[config.mk]
export PLATFORM = sky130hd
export DESIGN_NAME = nvmc_regs
export DESIGN_NICKNAME = d
export VERILOG_FILES = /design/src/design/nvmc_pkg.sv /design/src/design/nvmc_regs.sv
export SDC_FILE = /design/constraint.sdc
export NUM_CORES = 1
export LEC_CHECK = 0
export ABC_AREA = 1
export BUFFER_PORTS_ARGS = -buffer_cell sky130_fd_sc_hd__buf_4
export CORE_MARGIN = 1.5
export CORE_UTILIZATION = 48
export DETAILED_ROUTE_END_ITERATION = 8
export PLACE_DENSITY = 0.83
export SLEW_MARGIN = 0
export SYNTH_ARGS = -nofsm -noshare
export SYNTH_HDL_FRONTEND = slang
export SYNTH_SLANG_ARGS = --single-unit
[constraint.sdc]
create_clock -name pclk -period 2.1 [get_ports pclk]
set_input_delay 0.21 -clock pclk [delete_from_list [all_inputs] [get_ports pclk]]
set_output_delay 0.21 -clock pclk [all_outputs]
set_load 0.02 [all_outputs]
[src/design/nvmc_pkg.sv]
// package: register map, command codes and engine carriers of the nvm controller front end
`default_nettype none
package nvmc_pkg;
    // ********************************************************
    // register indices (byte address is four times the index)
    // ********************************************************
    localparam logic [3:0] IDX_COMMAND_CONTROL = 4'h0;
    localparam logic [3:0] IDX_SECTION_LOCK_CONTROL = 4'h1;
    localparam logic [3:0] IDX_CONTROLLER_STATUS = 4'h2;
    localparam logic [3:0] IDX_INTERRUPT_ENABLE = 4'h3;
    localparam logic [3:0] IDX_INTERRUPT_FLAG = 4'h4;
    localparam logic [3:0] IDX_WRITE_DATA_LO = 4'h6;
    localparam logic [3:0] IDX_WRITE_DATA_HI = 4'h7;
    localparam logic [3:0] IDX_TARGET_ADDR_LO = 4'h8;
    localparam logic [3:0] IDX_TARGET_ADDR_HI = 4'h9;
    localparam int ADDR_SHIFT = 2;
    localparam int IDX_W = 4;
    // ********************************************************
    // field positions and reset values
    // ********************************************************
    localparam int CMD_MSB = 2;
    localparam int BIT_APP_WP = 0;
    localparam int BIT_BOOT_LOCK = 1;
    localparam int BIT_PROG_BUSY = 0;
    localparam int BIT_EE_BUSY = 1;
    localparam int BIT_WRITE_FAULT = 2;
    localparam int BIT_EE_READY = 0;
    localparam logic [7:0] RST_BYTE = 8'h00;
    localparam logic [15:0] RST_WORD = 16'h0000;
    // protection window in retired instructions
    localparam logic [2:0] KEY_WINDOW = 3'h4;
    localparam int NUM_KEYS = 2;
    localparam int KEY_SPM = 0;
    localparam int KEY_IOREG = 1;
    // ********************************************************
    // commands
    // ********************************************************
    typedef enum logic [2:0] {
        CMD_NONE = 3'h0,
        CMD_PAGE_WRITE = 3'h1,
        CMD_PAGE_ERASE = 3'h2,
        CMD_PAGE_ERASE_PROGRAM = 3'h3,
        CMD_BUFFER_CLEAR = 3'h4,
        CMD_FULL_ERASE = 3'h5,
        CMD_EEPROM_WIPE = 3'h6,
        CMD_FUSE_PROGRAM = 3'h7
    } nvmc_cmd_e;
    // request towards the memory engine
    typedef struct packed {
        nvmc_cmd_e cmd;
        logic to_eeprom;
        logic wipe_eeprom;
        logic [15:0] addr;
        logic [15:0] data;
    } nvmc_req_s;
    // report from the memory engine
    typedef struct packed {
        logic prog_busy;
        logic ee_busy;
        logic done;
        logic error;
        logic upd_valid;
        logic [15:0] upd_addr;
    } nvmc_rpt_s;
endpackage
`default_nettype wire

[src/design/nvmc_regs.sv]
// module: register front end of the nvm controller, apb slave with command and lock logic
// ********************************************************
// Functional notes
// - command field write accepted only within four instructions of the key write
// - command codes: none, page write, erase, erase-write, clear, chip, eeprom, fuse
// - page commands pick program or eeprom memory from the address register
// - chip erase wipes eeprom too unless the preserve fuse is one
// - fuse write runs only when issued from the programming debug port
// - boot lock makes boot reads and fetches return zero
// - boot lock written only from boot code, reset clears, effective after leaving boot
// - app write protect can only be set, reset clears it
// - write fault flag reflects failure of the most recent operation
// - eeprom busy bit follows eeprom command execution
// - program busy bit follows program memory command execution
// - eeprom ready interrupt is a level gated by its enable
// - ready flag set while eeprom idle, cleared by writing one
// - data and address words appear as low then high byte registers
// - data word is the fuse write source value
// - address word holds the most recently updated location
// - interrupt request active while enabled and flag set
// ********************************************************
//
// Chosen here: register access over APB.
`timescale 1ns/1ps
`default_nettype none
module nvmc_regs #(
    parameter logic [15:0] EEPROM_BASE = 16'h8000,
    parameter logic [15:0] BOOT_END = 16'h0100
) (
    // apb
    input wire logic pclk,
    input wire logic presetn,
    input wire logic psel,
    input wire logic penable,
    input wire logic pwrite,
    input wire logic [31:0] paddr,
    input wire logic [31:0] pwdata,
    output logic [31:0] prdata,
    output logic pready,
    output logic pslverr,
    // cpu context
    input wire logic [1:0] key_written,
    input wire logic instr_retired,
    input wire logic exec_in_boot,
    input wire logic dbg_access,
    input wire logic eeprom_preserve_fuse,
    // boot section read path and app write protect
    input wire logic [15:0] mem_rdata,
    input wire logic [15:0] mem_raddr,
    output logic [15:0] mem_rdata_out,
    output logic boot_read_block,
    output logic app_write_block,
    // memory engine
    output nvmc_pkg::nvmc_req_s eng_req,
    output logic eng_start,
    input wire nvmc_pkg::nvmc_rpt_s eng_rpt,
    // interrupt
    output logic irq
);
    // refused at elaboration: a boot section reaching into eeprom breaks the target decode
    if (BOOT_END >= EEPROM_BASE) begin : g_bad_map
        $error("boot section must lie below the eeprom base");
    end

    // ********************************************************
    // apb decode
    // ********************************************************
    logic wr_en;
    logic rd_en;
    logic [nvmc_pkg::IDX_W-1:0] idx;
    logic mapped;
    logic [7:0] wbyte;
    assign wr_en = psel & penable & pwrite;
    assign rd_en = psel & penable & ~pwrite;
    assign idx = paddr[nvmc_pkg::ADDR_SHIFT +: nvmc_pkg::IDX_W];
    assign wbyte = pwdata[7:0];
    // zero wait states keep the cpu side simple
    assign pready = 1'b1;
    always_comb begin
        mapped = 1'b1;
        if (paddr[31:nvmc_pkg::ADDR_SHIFT+nvmc_pkg::IDX_W] != '0 ||
            paddr[nvmc_pkg::ADDR_SHIFT-1:0] != '0) begin
            mapped = 1'b0;
        end else begin
            unique case (idx)
                nvmc_pkg::IDX_COMMAND_CONTROL, nvmc_pkg::IDX_SECTION_LOCK_CONTROL,
                nvmc_pkg::IDX_CONTROLLER_STATUS, nvmc_pkg::IDX_INTERRUPT_ENABLE,
                nvmc_pkg::IDX_INTERRUPT_FLAG, nvmc_pkg::IDX_WRITE_DATA_LO,
                nvmc_pkg::IDX_WRITE_DATA_HI, nvmc_pkg::IDX_TARGET_ADDR_LO,
                nvmc_pkg::IDX_TARGET_ADDR_HI: mapped = 1'b1;
                default: mapped = 1'b0;
            endcase
        end
    end
    assign pslverr = psel & penable & ~mapped;
    logic wr_hit;
    assign wr_hit = wr_en & mapped;

    // ********************************************************
    // protection key windows
    // ********************************************************
    logic [2:0] key_cnt_ff [nvmc_pkg::NUM_KEYS];
    logic [nvmc_pkg::NUM_KEYS-1:0] key_open;
    genvar gk;
    generate
        for (gk = 0; gk < nvmc_pkg::NUM_KEYS; gk++) begin : g_key
            assign key_open[gk] = key_cnt_ff[gk] != 3'h0;
            always_ff @(posedge pclk or negedge presetn) begin
                if (!presetn) begin
                    key_cnt_ff[gk] <= 3'h0;
                end else if (key_written[gk]) begin
                    key_cnt_ff[gk] <= nvmc_pkg::KEY_WINDOW;
                end else if (instr_retired && key_open[gk]) begin
                    key_cnt_ff[gk] <= key_cnt_ff[gk] - 3'h1;
                end
            end
        end
    endgenerate

    // ********************************************************
    // command issue
    // ********************************************************
    logic cmd_wr;
    logic cmd_ok;
    nvmc_pkg::nvmc_cmd_e wr_cmd;
    nvmc_pkg::nvmc_cmd_e cmd_ff;
    logic [15:0] data_ff;
    logic [15:0] addr_ff;
    assign wr_cmd = nvmc_pkg::nvmc_cmd_e'(wbyte[nvmc_pkg::CMD_MSB:0]);
    assign cmd_wr = wr_hit & (idx == nvmc_pkg::IDX_COMMAND_CONTROL);
    // a fuse write from the cpu is refused outright
    assign cmd_ok = cmd_wr & key_open[nvmc_pkg::KEY_SPM] & (wr_cmd != nvmc_pkg::CMD_NONE) &
        ((wr_cmd != nvmc_pkg::CMD_FUSE_PROGRAM) | dbg_access);
    logic fuse_refused;
    assign fuse_refused = cmd_wr & key_open[nvmc_pkg::KEY_SPM] & ~dbg_access &
        (wr_cmd == nvmc_pkg::CMD_FUSE_PROGRAM);

    always_ff @(posedge pclk or negedge presetn) begin
        if (!presetn) begin
            cmd_ff <= nvmc_pkg::CMD_NONE;
        end else if (cmd_ok) begin
            cmd_ff <= wr_cmd;
        end else if (eng_rpt.done) begin
            cmd_ff <= nvmc_pkg::CMD_NONE;
        end
    end

    always_ff @(posedge pclk or negedge presetn) begin
        if (!presetn) begin
            eng_start <= 1'b0;
            eng_req <= '0;
        end else begin
            eng_start <= cmd_ok;
            if (cmd_ok) begin
                eng_req.cmd <= wr_cmd;
                eng_req.to_eeprom <= (addr_ff >= EEPROM_BASE);
                eng_req.wipe_eeprom <= (wr_cmd == nvmc_pkg::CMD_EEPROM_WIPE) |
                    ((wr_cmd == nvmc_pkg::CMD_FULL_ERASE) & ~eeprom_preserve_fuse);
                eng_req.addr <= addr_ff;
                eng_req.data <= data_ff;
            end
        end
    end

    // ********************************************************
    // section locks
    // ********************************************************
    logic lock_wr;
    logic boot_lock_ff;
    logic boot_eff_ff;
    logic app_wp_ff;
    assign lock_wr = wr_hit & (idx == nvmc_pkg::IDX_SECTION_LOCK_CONTROL) &
        key_open[nvmc_pkg::KEY_IOREG];
    always_ff @(posedge pclk or negedge presetn) begin
        if (!presetn) begin
            boot_lock_ff <= 1'b0;
        end else if (lock_wr && exec_in_boot && wbyte[nvmc_pkg::BIT_BOOT_LOCK]) begin
            boot_lock_ff <= 1'b1;
        end
    end
    // the lock bites only once code has left boot, so boot may finish its work
    always_ff @(posedge pclk or negedge presetn) begin
        if (!presetn) begin
            boot_eff_ff <= 1'b0;
        end else if (boot_lock_ff && !exec_in_boot) begin
            boot_eff_ff <= 1'b1;
        end
    end
    always_ff @(posedge pclk or negedge presetn) begin
        if (!presetn) begin
            app_wp_ff <= 1'b0;
        end else if (lock_wr && wbyte[nvmc_pkg::BIT_APP_WP]) begin
            app_wp_ff <= 1'b1;
        end
    end
    assign boot_read_block = boot_eff_ff;
    assign app_write_block = app_wp_ff;

    // boot reads and fetches are masked, one cycle of latency
    always_ff @(posedge pclk or negedge presetn) begin
        if (!presetn) begin
            mem_rdata_out <= nvmc_pkg::RST_WORD;
        end else if (boot_eff_ff && mem_raddr < BOOT_END) begin
            mem_rdata_out <= nvmc_pkg::RST_WORD;
        end else begin
            mem_rdata_out <= mem_rdata;
        end
    end

    // ********************************************************
    // status and write fault
    // ********************************************************
    logic fault_ff;
    always_ff @(posedge pclk or negedge presetn) begin
        if (!presetn) begin
            fault_ff <= 1'b0;
        end else if (fuse_refused) begin
            fault_ff <= 1'b1;
        end else if (eng_rpt.done) begin
            fault_ff <= eng_rpt.error;
        end
    end

    // ********************************************************
    // interrupt
    // ********************************************************
    logic ie_ff;
    logic flag_ff;
    logic flag_clr;
    assign flag_clr = wr_hit & (idx == nvmc_pkg::IDX_INTERRUPT_FLAG) &
        wbyte[nvmc_pkg::BIT_EE_READY];
    always_ff @(posedge pclk or negedge presetn) begin
        if (!presetn) begin
            ie_ff <= 1'b0;
        end else if (wr_hit && idx == nvmc_pkg::IDX_INTERRUPT_ENABLE) begin
            ie_ff <= wbyte[nvmc_pkg::BIT_EE_READY];
        end
    end
    // set wins over clear: an idle eeprom keeps the flag up
    always_ff @(posedge pclk or negedge presetn) begin
        if (!presetn) begin
            flag_ff <= 1'b0;
        end else if (!eng_rpt.ee_busy) begin
            flag_ff <= 1'b1;
        end else if (flag_clr) begin
            flag_ff <= 1'b0;
        end
    end
    assign irq = ie_ff & flag_ff;

    // ********************************************************
    // data and address words
    // ********************************************************
    always_ff @(posedge pclk or negedge presetn) begin
        if (!presetn) begin
            data_ff <= nvmc_pkg::RST_WORD;
        end else if (wr_hit && idx == nvmc_pkg::IDX_WRITE_DATA_LO) begin
            data_ff[7:0] <= wbyte;
        end else if (wr_hit && idx == nvmc_pkg::IDX_WRITE_DATA_HI) begin
            data_ff[15:8] <= wbyte;
        end
    end
    // an engine update outranks a software byte write in the same cycle
    always_ff @(posedge pclk or negedge presetn) begin
        if (!presetn) begin
            addr_ff <= nvmc_pkg::RST_WORD;
        end else if (eng_rpt.upd_valid) begin
            addr_ff <= eng_rpt.upd_addr;
        end else if (wr_hit && idx == nvmc_pkg::IDX_TARGET_ADDR_LO) begin
            addr_ff[7:0] <= wbyte;
        end else if (wr_hit && idx == nvmc_pkg::IDX_TARGET_ADDR_HI) begin
            addr_ff[15:8] <= wbyte;
        end
    end

    // ********************************************************
    // read mux
    // ********************************************************
    always_comb begin
        prdata = 32'h0000_0000;
        if (rd_en && mapped) begin
            unique case (idx)
                nvmc_pkg::IDX_COMMAND_CONTROL: prdata[nvmc_pkg::CMD_MSB:0] = cmd_ff;
                nvmc_pkg::IDX_SECTION_LOCK_CONTROL: begin
                    prdata[nvmc_pkg::BIT_BOOT_LOCK] = boot_lock_ff;
                    prdata[nvmc_pkg::BIT_APP_WP] = app_wp_ff;
                end
                nvmc_pkg::IDX_CONTROLLER_STATUS: begin
                    prdata[nvmc_pkg::BIT_WRITE_FAULT] = fault_ff;
                    prdata[nvmc_pkg::BIT_EE_BUSY] = eng_rpt.ee_busy;
                    prdata[nvmc_pkg::BIT_PROG_BUSY] = eng_rpt.prog_busy;
                end
                nvmc_pkg::IDX_INTERRUPT_ENABLE: prdata[nvmc_pkg::BIT_EE_READY] = ie_ff;
                nvmc_pkg::IDX_INTERRUPT_FLAG: prdata[nvmc_pkg::BIT_EE_READY] = flag_ff;
                nvmc_pkg::IDX_WRITE_DATA_LO: prdata[7:0] = data_ff[7:0];
                nvmc_pkg::IDX_WRITE_DATA_HI: prdata[7:0] = data_ff[15:8];
                nvmc_pkg::IDX_TARGET_ADDR_LO: prdata[7:0] = addr_ff[7:0];
                nvmc_pkg::IDX_TARGET_ADDR_HI: prdata[7:0] = addr_ff[15:8];
                default: prdata = 32'h0000_0000;
            endcase
        end
    end

    // ********************************************************
    // checks
    // ********************************************************
    AST_NOKEY_IGNORED: assert property (@(posedge pclk) disable iff (!presetn)
        (cmd_wr && !key_open[nvmc_pkg::KEY_SPM]) |=> !eng_start)
        else $error("command accepted without key");
    AST_KEY_STARTS: assert property (@(posedge pclk) disable iff (!presetn)
        (cmd_wr && key_open[nvmc_pkg::KEY_SPM] && wr_cmd != nvmc_pkg::CMD_NONE &&
         wr_cmd != nvmc_pkg::CMD_FUSE_PROGRAM) |=> (eng_start && eng_req.cmd == $past(wr_cmd)))
        else $error("keyed command not started");
    AST_TARGET: assert property (@(posedge pclk) disable iff (!presetn)
        eng_start |-> eng_req.to_eeprom == (eng_req.addr >= EEPROM_BASE))
        else $error("wrong memory target");
    AST_WIPE: assert property (@(posedge pclk) disable iff (!presetn)
        (eng_start && eng_req.cmd == nvmc_pkg::CMD_FULL_ERASE) |->
        eng_req.wipe_eeprom == !$past(eeprom_preserve_fuse))
        else $error("chip erase eeprom choice wrong");
    AST_FUSE_DBG: assert property (@(posedge pclk) disable iff (!presetn)
        (eng_start && eng_req.cmd == nvmc_pkg::CMD_FUSE_PROGRAM) |-> $past(dbg_access))
        else $error("fuse write from cpu");
    AST_BOOT_MASK: assert property (@(posedge pclk) disable iff (!presetn)
        (boot_eff_ff && mem_raddr < BOOT_END) |=> mem_rdata_out == 16'h0000)
        else $error("boot read not masked");
    AST_BOOT_STICKY: assert property (@(posedge pclk) disable iff (!presetn)
        boot_lock_ff |=> boot_lock_ff)
        else $error("boot lock cleared");
    AST_APP_STICKY: assert property (@(posedge pclk) disable iff (!presetn)
        app_wp_ff |=> app_wp_ff)
        else $error("app protect cleared");
    AST_FAULT: assert property (@(posedge pclk) disable iff (!presetn)
        (eng_rpt.done && !fuse_refused) |=> fault_ff == $past(eng_rpt.error))
        else $error("write fault not tracking last op");
    AST_READY: assert property (@(posedge pclk) disable iff (!presetn)
        !eng_rpt.ee_busy |=> flag_ff)
        else $error("ready flag not set while idle");
    AST_IRQ: assert property (@(posedge pclk) disable iff (!presetn)
        (ie_ff && flag_ff) [*2] |-> irq)
        else $error("interrupt request missing");
    AST_ADDR_UPD: assert property (@(posedge pclk) disable iff (!presetn)
        eng_rpt.upd_valid |=> addr_ff == $past(eng_rpt.upd_addr))
        else $error("address not updated");
endmodule
`default_nettype wire

==> impl_metrics.yaml <==
outcome:
  status: "finished clean"
global_routing:
  grt_pass1_vias: 4131
  grt.total_usage_pct: 22.6
  grt_max_degree: 72
  grt_first_pass_wirelength_um: 19400
  antenna_found_initial: 0
  grt.overflow.total: 0
logic_synthesis:
  yosys.area.top_type: "dfrtp_1"
  avgSynthCellArea_um2: 8.34
  yosys_warnings: 0
  synth_area_leaders: "dfrtp_1 (51%), nand2_1 (12%), inv_1 (5.9%)"
  syn_area_um2: 4910
  ys_seq_area_share_pct: 51.4
  ys_types: 36
  synth_cells: 589
  ys_ff_latch: 101
  yosysTopAreaCellShare_pct: 51.4
route:
  ant_nets: 0
  viasPerCell: 4.91
  finalWirelength_um: 12100
  drc: 0
  via_count: 4341
  dr.pass1.iters: 5
  first_iter_violations: 255
  wire_per_inst_um: 13.7
timing:
  max_clock_freq_mhz: 525
  setup_tns_ns: 0
  period_needed_ns: 1.90
  setup_violations: 0
  final-hold-violation-count: 0
  rsz0062_at_grt: "false"
  fin_skew_ns: 0.0109
  slew_headroom_pct: 61.4
  maxSlewViolCount: 0
  tightest_slew_ns: 0.579
  period_share_pct: 90.7
  layout_setup_ws_ns: 0.196
floorplan:
  rows: 36
  dieHeight_um: 104
  initial_core_util_pct: 49.8
  io_pins: 219
  fp.dieW_um: 104
  core_area_um2: 9860
  fp.dieArea_um2: 10900
clock_tree:
  clk_pin_slew_ns: 0.08
  cts_tree: "done"
  cts.htree.levels: 3
  postCtsSetupBuffers: 0
  clock-sinks: 101
  cts_root_buffer: "clkbuf_8"
  cts_buffers: 9
  clockBufferDepth: 2
  clk_latency_ns: 0.36
setup_path:
  cp_max_fo: 9
  path_cells: "buf_4 -> inv_1 -> nand2_1 -> inv_1 -> nand2_1 -> o21ai_0 -> a21oi_1 -> a21oi_1 -> buf_4"
  start_kind: "input port"
  slowest_delay_ns: 0.32
  worstReg2RegStart: "key_cnt_ff[3]$_DFFE_PN0P_"
  arrival_ns: 1.69
  startpoint: "paddr[5]"
  worst_path_max_delay_cell: "o21ai_0"
  cp-end-kind: "primary output"
  path_class: "input port to primary output"
  required_ns: 1.89
pwr:
  p_leak_nw: 3.47
  max-vdd-ir-drop_mv: 0.357
  powerDensity_nw_per_um2: 612
worst_hold_path:
  min_path_type: "input port to register"
  worstHoldStart: "eng_rpt[19]"
cells_and_area:
  drive_gt1_share_pct: 27.2
  area_delta_synth_final_pct: 28.5
  multiInputGateArea_um2: 1850
  fin_cells: 884
  fillerInstances: 861
  seq_area_um2: 2530
  nNetsFinal: 880
  antennaDiodeCount: 0
place:
  routabilityCongestion: 0.839
  io_buffers: 161
  dpl.hpwl_um: 9270
  dp.cells: 869
  pre_cts_ws_ns: 0.114
run:
  maxCapViolCount: 0
kinds of logic (layout without fill, tap and decap cells):
kind of cell,count (synthesis),count (layout),synth area share [%]
AO/OA/AOI/OAI,101,101,12.1
adder cells (fa/ha/maj),4,4,1.02
buffers and inverters,122,261,13.0
flip-flops,101,101,51.4
other,2,25,0.153
AND/OR/NAND/NOR,259,259,22.3
routing by layer:
metal  global-route usage (%)  up-vias  routed length (um)  share of wire, %
met5                        0        -                   0                 0
li1                         -     2113                   -                 -
met1                     29.7     2013                5110                42
met2                     36.6      190                5920                49
met4                     9.92        0                 304               2.5
met3                     4.32       25                 763               6.3
power by group:
part	switching (W)	total [W]	internal [W]
clock	0.000624	0.00129	0.000661
sequential	0.0000236	0.00203	0.00201
combinational	0.000319	0.000546	0.000226
what timing repair did:
action,CTS,global route
endpoints found under the hold margin,41,0
hold buffers,1,0
gates resized for setup,0,3
endpoints found under the setup margin,0,8
stage by stage:
step                      total power (W)  instance area, um^2  utilization [%]  hold slack [ns]
final                             0.00386                 6320             64.0           0.0171
after global routing              0.00402                 6320             64.0           0.0166
after CTS                         0.00389                 6300             63.9          0.00309
after detailed placement          0.00262                 6100             61.8            0.250
after global placement            0.00259                 6100             61.8            0.240
after floorplan                   0.00237                 5000                -          -0.0856
Yosys cell counts:
| master | n |
|---|---|
| conb_1 | 2 |
| nand3_1 | 11 |
| nand4_4 | 1 |
| nor2_1 | 65 |
| o21ai_1 | 23 |
| and3_1 | 1 |
| inv_1 | 77 |
| nor2_4 | 1 |
| clkinv_1 | 1 |
| nand2_4 | 1 |
| inv_2 | 3 |
| ha_1 | 4 |
| nor3_1 | 9 |
| or2_2 | 1 |
| nand4_1 | 3 |
| buf_6 | 10 |
| o21ai_2 | 11 |
| a21oi_1 | 7 |
| buf_8 | 1 |
| nand2_1 | 158 |
| nand3_2 | 2 |
| o2bb2ai_1 | 1 |
| a31oi_1 | 1 |
| o22ai_1 | 15 |
| o21bai_4 | 1 |
| a22oi_1 | 1 |
| dfrtp_1 | 101 |
| nand2_2 | 3 |
| o21ai_0 | 38 |
| clkbuf_1 | 5 |
| or2_1 | 1 |
| o21bai_1 | 1 |
| a211oi_1 | 1 |
| buf_4 | 25 |
| o21a_1 | 1 |
| nor2_8 | 2 |
layout by cell type (no fill, tap or decap), types with 2 or more instances in the layout:
cell       instances
a21oi_1            7
nor3_1             8
conb_1            25
o21ai_2           11
buf_4            163
nand3_1           11
o22ai_1           15
buf_12             2
bufinv_16          2
o21ai_1           23
nand4_1            3
nor2_8             2
clkbuf_8           9
clkbuf_1           3
nand2_1          157
ha_1               4
o21ai_0           38
dfrtp_1          101
nand3_2            2
inv_2              3
nand2_2            4
inv_1             77
nor2_1            65
critical path: cells and delay by family:
kind	cells	cell delay, ns
AOI/OAI and AO/OA	3	0.60
and+or+nand+nor	2	0.37
buffers and inverters	4	0.51
final cells by class:
class / instances / share of cell area (%)
inverters: 81 / 4.81
clock buffers: 12 / 2.14
clock inverters: 2 / 0.951
multi-input cells: 389 / 29.3
flip-flops and latches: 101 / 40.0
repair buffers: 166 / 20.2
well taps: 133 / 2.63
sequential cells by signal, summed over array words and instances, names as in the netlist:
register and count:
eng_req 37, ie_ff 1, app_write_block 1, cmd_ff 3
eng_start 1, fault_ff 1, data_ff 16, boot_lock_ff 1
boot_read_block 1, mem_rdata_out 16, addr_ff 16, key_cnt_ff 6
flag_ff 1
worst paths after layout:
kind                            cells after the start                 endpoint  slack [ns]
worst max-delay path                                9                prdata[2]        0.20
worst min-delay path                                2      flag_ff$_DFFE_PN0P_        0.02
worst max register to register                      8  eng_req[32]$_DFFE_PN0P_        0.24
worst min register to register                      2  eng_req[31]$_DFFE_PN0P_        0.49
max in group asynchronous                           3   addr_ff[5]$_DFFE_PN0P_        1.10
min in group asynchronous                           2  eng_req[11]$_DFFE_PN0P_        0.39
No activity file was read; power rests on OpenSTA's default activity.
